<file path="config.mk">
export PLATFORM = sky130hd
export DESIGN_NAME = sifr_top
export DESIGN_NICKNAME = d
export VERILOG_FILES = /design/src/rtl/sifr_top.v
export VERILOG_INCLUDE_DIRS = /design/src /design/src/rtl
export SDC_FILE = /design/constraint.sdc
export NUM_CORES = 1
export LEC_CHECK = 0
export BUFFER_PORTS_ARGS = -buffer_cell sky130_fd_sc_hd__clkbuf_2
export CAP_MARGIN = 5
export CORE_ASPECT_RATIO = 1.1
export CORE_MARGIN = 8
export CORE_UTILIZATION = 35
export CTS_CLUSTER_SIZE = 10
export DETAILED_ROUTE_END_ITERATION = 10
export GPL_ROUTABILITY_DRIVEN = 0
export GPL_TIMING_DRIVEN = 1
export PLACE_DENSITY_LB_ADDON = 0.3
export SLEW_MARGIN = 15
export SYNTH_ARGS = -nofsm -noshare
export SYNTH_HDL_FRONTEND = slang
export SYNTH_SLANG_ARGS = --single-unit
</file>
<file path="constraint.sdc">
create_clock -name clk -period 0.8 [get_ports clk]
set_input_delay 0.04 -clock clk [delete_from_list [all_inputs] [get_ports clk]]
set_output_delay 0.04 -clock clk [all_outputs]
set_load 0.01 [all_outputs]
</file>
<file path="src/rtl/sifr_defines.vh">
`ifndef SIFR_DEFINES_VH
`define SIFR_DEFINES_VH
`define SIFR_ADDR_W        8
`define SIFR_DATA_W        8
`define SIFR_FLAGS_ADDR    8'h95
`define SIFR_CTRL_ADDR     8'h96
`define SIFR_FLAGS_RESET   8'h00
`define SIFR_CONV_CLR_VAL  8'hef
`define SIFR_BIT_TIMER3    0
`define SIFR_BIT_PINCHG    1
`define SIFR_BIT_CONVDONE  4
`define SIFR_BIT_NVBUSY    5
`define SIFR_BIT_CONVSTART 0
`define SIFR_PINS          8
`define SIFR_PORTS         4
`endif

</file>
<file path="src/rtl/sifr_top.v">
// Functional notes
// - set conversion-done flag bit 4 on conversion end
// - writing efh clears conversion-done flag
// - setting conversion-start bit clears conversion-done
// - enabled pin change sets pin-change flag bit 1
// - writing 0 to bit 1 clears all pin flags
// - timer3 prescale reached sets flag bit 0
// - bit 5 reads nonvolatile write busy
`include "sifr_defines.vh"
module sifr_top (
  input  wire                     clk,
  input  wire                     rst_n,
  input  wire [`SIFR_ADDR_W-1:0]  addr,
  input  wire [`SIFR_DATA_W-1:0]  wdata,
  input  wire                     wr,
  input  wire                     rd,
  output reg  [`SIFR_DATA_W-1:0]  rdata,
  input  wire                     conv_done_evt,
  input  wire                     timer3_evt,
  input  wire [`SIFR_PINS-1:0]    pin_change_evt,
  input  wire [`SIFR_PINS-1:0]    pin_irq_enable,
  input  wire [`SIFR_PORTS-1:0]   port_change_evt,
  input  wire                     nv_write_busy_in,
  output reg                      conv_start_bit,
  output reg  [`SIFR_PINS-1:0]    per_pin_change_flags,
  output reg  [`SIFR_PORTS-1:0]   per_port_change_flags,
  output reg  [`SIFR_DATA_W-1:0]  interrupt_flags
);


  // address decode is shared by the write and read paths
  function hit;
    input [`SIFR_ADDR_W-1:0] a;
    input [`SIFR_ADDR_W-1:0] target;
    begin
      hit = (a == target);
    end
  endfunction

  // a zero written at a flag position asks for that flag to clear
  function bit_clear;
    input [`SIFR_DATA_W-1:0] d;
    input integer            pos;
    begin
      bit_clear = ~d[pos];
    end
  endfunction

  // sticky flag step: a set in the same cycle beats a clear
  function sticky;
    input cur;
    input set;
    input clr;
    begin
      sticky = set | (cur & ~clr);
    end
  endfunction

  // places each live flag at its register position; unused bits stay zero
  function [`SIFR_DATA_W-1:0] pack_flags;
    input tmr;
    input pin;
    input conv;
    input busy;
    begin
      pack_flags                     = `SIFR_FLAGS_RESET;
      pack_flags[`SIFR_BIT_TIMER3]   = tmr;
      pack_flags[`SIFR_BIT_PINCHG]   = pin;
      pack_flags[`SIFR_BIT_CONVDONE] = conv;
      pack_flags[`SIFR_BIT_NVBUSY]   = busy;
    end
  endfunction

  wire                    wr_flags;
  wire                    wr_ctrl;
  wire                    rd_flags;
  wire                    conv_clr;
  wire                    start_set;
  wire                    pin_clr;
  wire                    timer3_clr;
  wire                    pin_evt;
  wire [`SIFR_PINS-1:0]   pin_hits;
  wire [`SIFR_PINS-1:0]   next_pin_flags;
  wire [`SIFR_PORTS-1:0]  next_port_flags;

  reg                     conv_done_flag;
  reg                     pin_change_flag;
  reg                     timer3_flag;
  reg                     next_conv_done;
  reg                     next_pin_change;
  reg                     next_timer3;
  reg  [`SIFR_DATA_W-1:0] next_flags;

  assign wr_flags   = wr && hit(addr, `SIFR_FLAGS_ADDR);
  assign wr_ctrl    = wr && hit(addr, `SIFR_CTRL_ADDR);
  assign rd_flags   = rd && hit(addr, `SIFR_FLAGS_ADDR);
  // on the flags register only the exact clear value clears conversion-done; other flags writes keep it
  assign conv_clr   = wr_flags && (wdata == `SIFR_CONV_CLR_VAL);
  assign start_set  = wr_ctrl && wdata[`SIFR_BIT_CONVSTART];
  assign pin_clr    = wr_flags && bit_clear(wdata, `SIFR_BIT_PINCHG);
  assign timer3_clr = wr_flags && bit_clear(wdata, `SIFR_BIT_TIMER3);
  // a change on a disabled pin leaves both the summary and the pin flag alone
  assign pin_hits   = pin_change_evt & pin_irq_enable;
  assign pin_evt    = |pin_hits;

  // an event landing on the clear write is kept, so software never loses one
  always @* begin
    next_conv_done = conv_done_flag;
    if (conv_done_evt) begin
      next_conv_done = 1'b1;
    end else if (conv_clr || start_set) begin
      next_conv_done = 1'b0;
    end
  end

  always @* begin
    next_pin_change = pin_change_flag;
    if (pin_evt) begin
      next_pin_change = 1'b1;
    end else if (pin_clr) begin
      next_pin_change = 1'b0;
    end
  end

  always @* begin
    next_timer3 = timer3_flag;
    if (timer3_evt) begin
      next_timer3 = 1'b1;
    end else if (timer3_clr) begin
      next_timer3 = 1'b0;
    end
  end

  always @(posedge clk or negedge rst_n) begin
    if (!rst_n) begin
      conv_done_flag <= 1'b0;
    end else begin
      conv_done_flag <= next_conv_done;
    end
  end

  always @(posedge clk or negedge rst_n) begin
    if (!rst_n) begin
      pin_change_flag <= 1'b0;
    end else begin
      pin_change_flag <= next_pin_change;
    end
  end

  always @(posedge clk or negedge rst_n) begin
    if (!rst_n) begin
      timer3_flag <= 1'b0;
    end else begin
      timer3_flag <= next_timer3;
    end
  end

  // one summary clear empties every pin and port flag at once, except a flag whose event lands in the same cycle
  genvar gi;
  generate
    for (gi = 0; gi < `SIFR_PINS; gi = gi + 1) begin : g_pin
      assign next_pin_flags[gi] = sticky(per_pin_change_flags[gi],
                                         pin_hits[gi], pin_clr);
    end
    for (gi = 0; gi < `SIFR_PORTS; gi = gi + 1) begin : g_port
      assign next_port_flags[gi] = sticky(per_port_change_flags[gi],
                                          port_change_evt[gi], pin_clr);
    end
  endgenerate

  always @(posedge clk or negedge rst_n) begin
    if (!rst_n) begin
      per_pin_change_flags <= {`SIFR_PINS{1'b0}};
    end else begin
      per_pin_change_flags <= next_pin_flags;
    end
  end

  always @(posedge clk or negedge rst_n) begin
    if (!rst_n) begin
      per_port_change_flags <= {`SIFR_PORTS{1'b0}};
    end else begin
      per_port_change_flags <= next_port_flags;
    end
  end

  // start bit is a one-shot; conversion logic sees a one-cycle pulse
  always @(posedge clk or negedge rst_n) begin
    if (!rst_n) begin
      conv_start_bit <= 1'b0;
    end else begin
      conv_start_bit <= start_set;
    end
  end

  // busy is live, so it shows even while the flag bits are being cleared
  always @* begin
    next_flags = pack_flags(timer3_flag, pin_change_flag, conv_done_flag, nv_write_busy_in);
  end

  // registered copy lags the live state by one cycle to keep outputs on flops
  always @(posedge clk or negedge rst_n) begin
    if (!rst_n) begin
      interrupt_flags <= `SIFR_FLAGS_RESET;
    end else begin
      interrupt_flags <= next_flags;
    end
  end

  // unmapped and idle reads return zero, so a stale word never lingers
  always @(posedge clk or negedge rst_n) begin
    if (!rst_n) begin
      rdata <= `SIFR_FLAGS_RESET;
    end else if (rd_flags) begin
      rdata <= next_flags;
    end else begin
      rdata <= `SIFR_FLAGS_RESET;
    end
  end

endmodule // sifr_top

</file>
==> impl_metrics.yaml <==
sta:
  setup_violations: 30
  finalClockSkew_ns: 0.002574
  finalSetupTns_ns: -1.559
  fin_ws_ns: -0.08400
  min_period_ns: 0.8840
  hold_viol: 0
  period_share: 1.105
  fmax_mhz: 1131
  slew_violations: 0
  rsz0062_at_grt: "true"
placement:
  port_buffers: 63
  dp_hpwl_um: 2163
  place_ws_ns: -0.4120
worst_setup_path:
  critPathMaxStageDelay_ns: 0.41
  worst-path-stages: 1
  crit_start: "per_pin_change_flags[1]"
  crit_required_ns: 0.76
  worstRegToRegCells: 2
  path_buf_inv: 1
  critPathCaptureType: "output pin"
  cp_top_family: "flip-flops"
  cp_slowest_cell: "dfrtp_1"
  path_max_fanout: 2
  crit_path_start_kind: "register"
  criticalPathCategory: "register to output pin"
  crit_arrival_ns: 0.84
  cp_cell_sequence: "clkbuf_2"
  r2r_start: "per_pin_change_flags[5]"
cts:
  htreeDepth: 1
  cts.sinks: 24
  clock_path_buffers: 2
  clockRootBuffer: "clkbuf_4"
  insertion_delay_ns: 0.30
  cts_tree: "yes"
  cts_inserted_buffers: 3
  clkTransAtPathRegs_ns: 0.12
worst_hold_path:
  holdPathStages: 3
  hold_path.startpoint: "wdata[0]"
  worstHoldPathType: "input port to register"
global_routing:
  first_global_vias: 1103
  grt_pass1_wl_um: 5037
  grt_usage: 0.1345
  grt_max_degree: 25
  antenna_found_initial: 0
  overflow: 0
cells_and_area:
  mostFrequentLayoutCells: "clkbuf_2, dfrtp_1, dlygate4sd3_1"
  nNetsFinal: 222
  layout_commonest_cell: "clkbuf_2"
  seqCellArea_um2: 600.6
  diodes: 0
  drive_above_1_share: 0.5281
  syn_to_final_growth_pct: 73.40
  fillers: 224
  fin_util: 0.6215
  multiInputGateArea_um2: 332.8
route:
  vias: 941
  drc: 0
  post_drt_wl_per_cell_um: 14.45
  routed_wl_um: 3049
  ant_nets: 0
  first_pass_iters: 4
  drt-initial-drc-count: 50
  viasPerCell: 4.460
synthesis:
  syn_area_per_cell_um2: 12.63
  ys_types: 22
  post_synth_instance_area_um2: 959.7
  synth_seq_cells: 24
  syn_inst: 76
  ys_warn_count: 0
  ys_seq_area_frac: 0.6258
floorplan:
  fp.dieW_um: 65.93
  fp.dieArea_um2: 4675
  rows: 20
  dieHeight_um: 70.92
  pin_count: 72
  start_util: 0.3584
  coreArea_um2: 2678
pwr:
  leakage_nw: 0.8619
  vdd_drop_max_mv: 0.7077
  powerDensity_nw_per_um2: 1288
  finalPower_mw: 2.144
run:
  drv_cap: 0
outcome:
  status: "finished with violations"
  violations: "negative setup slack"
[tightest hold or removal path, stage by stage]
cell	delay, ns
clkbuf_2	0.10
o21ai_0	0.08
nand2b_1	0.06
[cells in the mapped netlist]
| library cell | n | area share |
|---|---|---|
| nand3_1 | 2 | 0.010 |
| o21ai_0 | 1 | 0.0052 |
| nand4_1 | 2 | 0.013 |
| a21o_1 | 5 | 0.039 |
| inv_1 | 5 | 0.020 |
| a22oi_1 | 2 | 0.016 |
| or2_4 | 1 | 0.0091 |
| dfrtp_1 | 24 | 0.63 |
| a22o_1 | 9 | 0.082 |
| nor2_1 | 4 | 0.016 |
| conb_1 | 1 | 0.0039 |
| a221oi_1 | 1 | 0.0091 |
| o31ai_1 | 1 | 0.0078 |
| nor3_1 | 2 | 0.010 |
| and4bb_2 | 1 | 0.013 |
| buf_6 | 1 | 0.012 |
| nand4b_1 | 1 | 0.0091 |
| nand2b_1 | 1 | 0.0065 |
| nand2_1 | 1 | 0.0039 |
| nor2b_1 | 2 | 0.013 |
| nand4_2 | 1 | 0.013 |
| buf_4 | 8 | 0.063 |
[metal layers]
metal  track usage  part of all wire
met5             0                 0
met4       0.02913                 0
met3       0.04107             0.083
met2        0.2213              0.51
met1        0.1663              0.41
[stage by stage]
step           hold slack (ns)  std cells  cell area, um^2
6_report              0.005488        211             1664
5_1_grt                0.02452        211             1664
4_1_cts               0.003665        211             1648
3_5_place_dp           0.03803        180             1351
3_3_place_gp           0.03061        180             1351
2_1_floorplan          -0.2556         83            991.0
[power by group]
group / switching [mW] / internal [mW] / leakage [nW] / total [mW]
registers: 0.00182 / 1.22 / 0.239 / 1.22
logic: 0.134 / 0.183 / 0.602 / 0.317
clock network: 0.330 / 0.277 / 0.0210 / 0.608
[registers in the layout, summed over array words and instances (netlist names)]
name and count:
conv_done_flag 1, rdata 4, per_pin_change_flags 8, conv_start_bit 1, pack_flags.tmr 1, per_port_change_flags 4
pack_flags.pin 1, interrupt_flags 4
[logic make-up (layout without fill, tap and decap cells)]
family | after synthesis | count (layout) | share of synthesized area
AND/OR/NAND/NOR | 18 | 19 | 0.1173
AO/OA/AOI/OAI | 19 | 19 | 0.1591
buffers and inverters | 14 | 108 | 0.09388
other | 1 | 8 | 0.003908
flip-flops | 24 | 24 | 0.6258
[final cells by class]
class | instances | share of cell area
clock buffer | 4 | 0.02180
timing repair buffer | 99 | 0.3812
sequential | 24 | 0.3609
inverter | 5 | 0.01128
tap | 33 | 0.02481
multi-input combinational | 46 | 0.2000
[path summary, 6_finish.rpt]
path	to	slack, ns
worst min-delay path	pack_flags.tmr	0.005
min in group asynchronous	interrupt_flags[1]	0.25
worst max-delay path	per_pin_change_flags[1]	-0.08
worst min register to register	interrupt_flags[4]	0.40
worst max register to register	per_pin_change_flags[5]	-0.02
max in group asynchronous	rdata[0]	0.33
[what timing repair did]
item	4_1_cts	5_1_grt
pin swaps	8	4
endpoints found under the hold margin	38	0
buffers inserted	8	0
endpoints found under the setup margin	34	35
hold buffers	18	0
resized for setup	3	4
cloned	1	0
No activity file was read; power rests on OpenSTA's default activity.
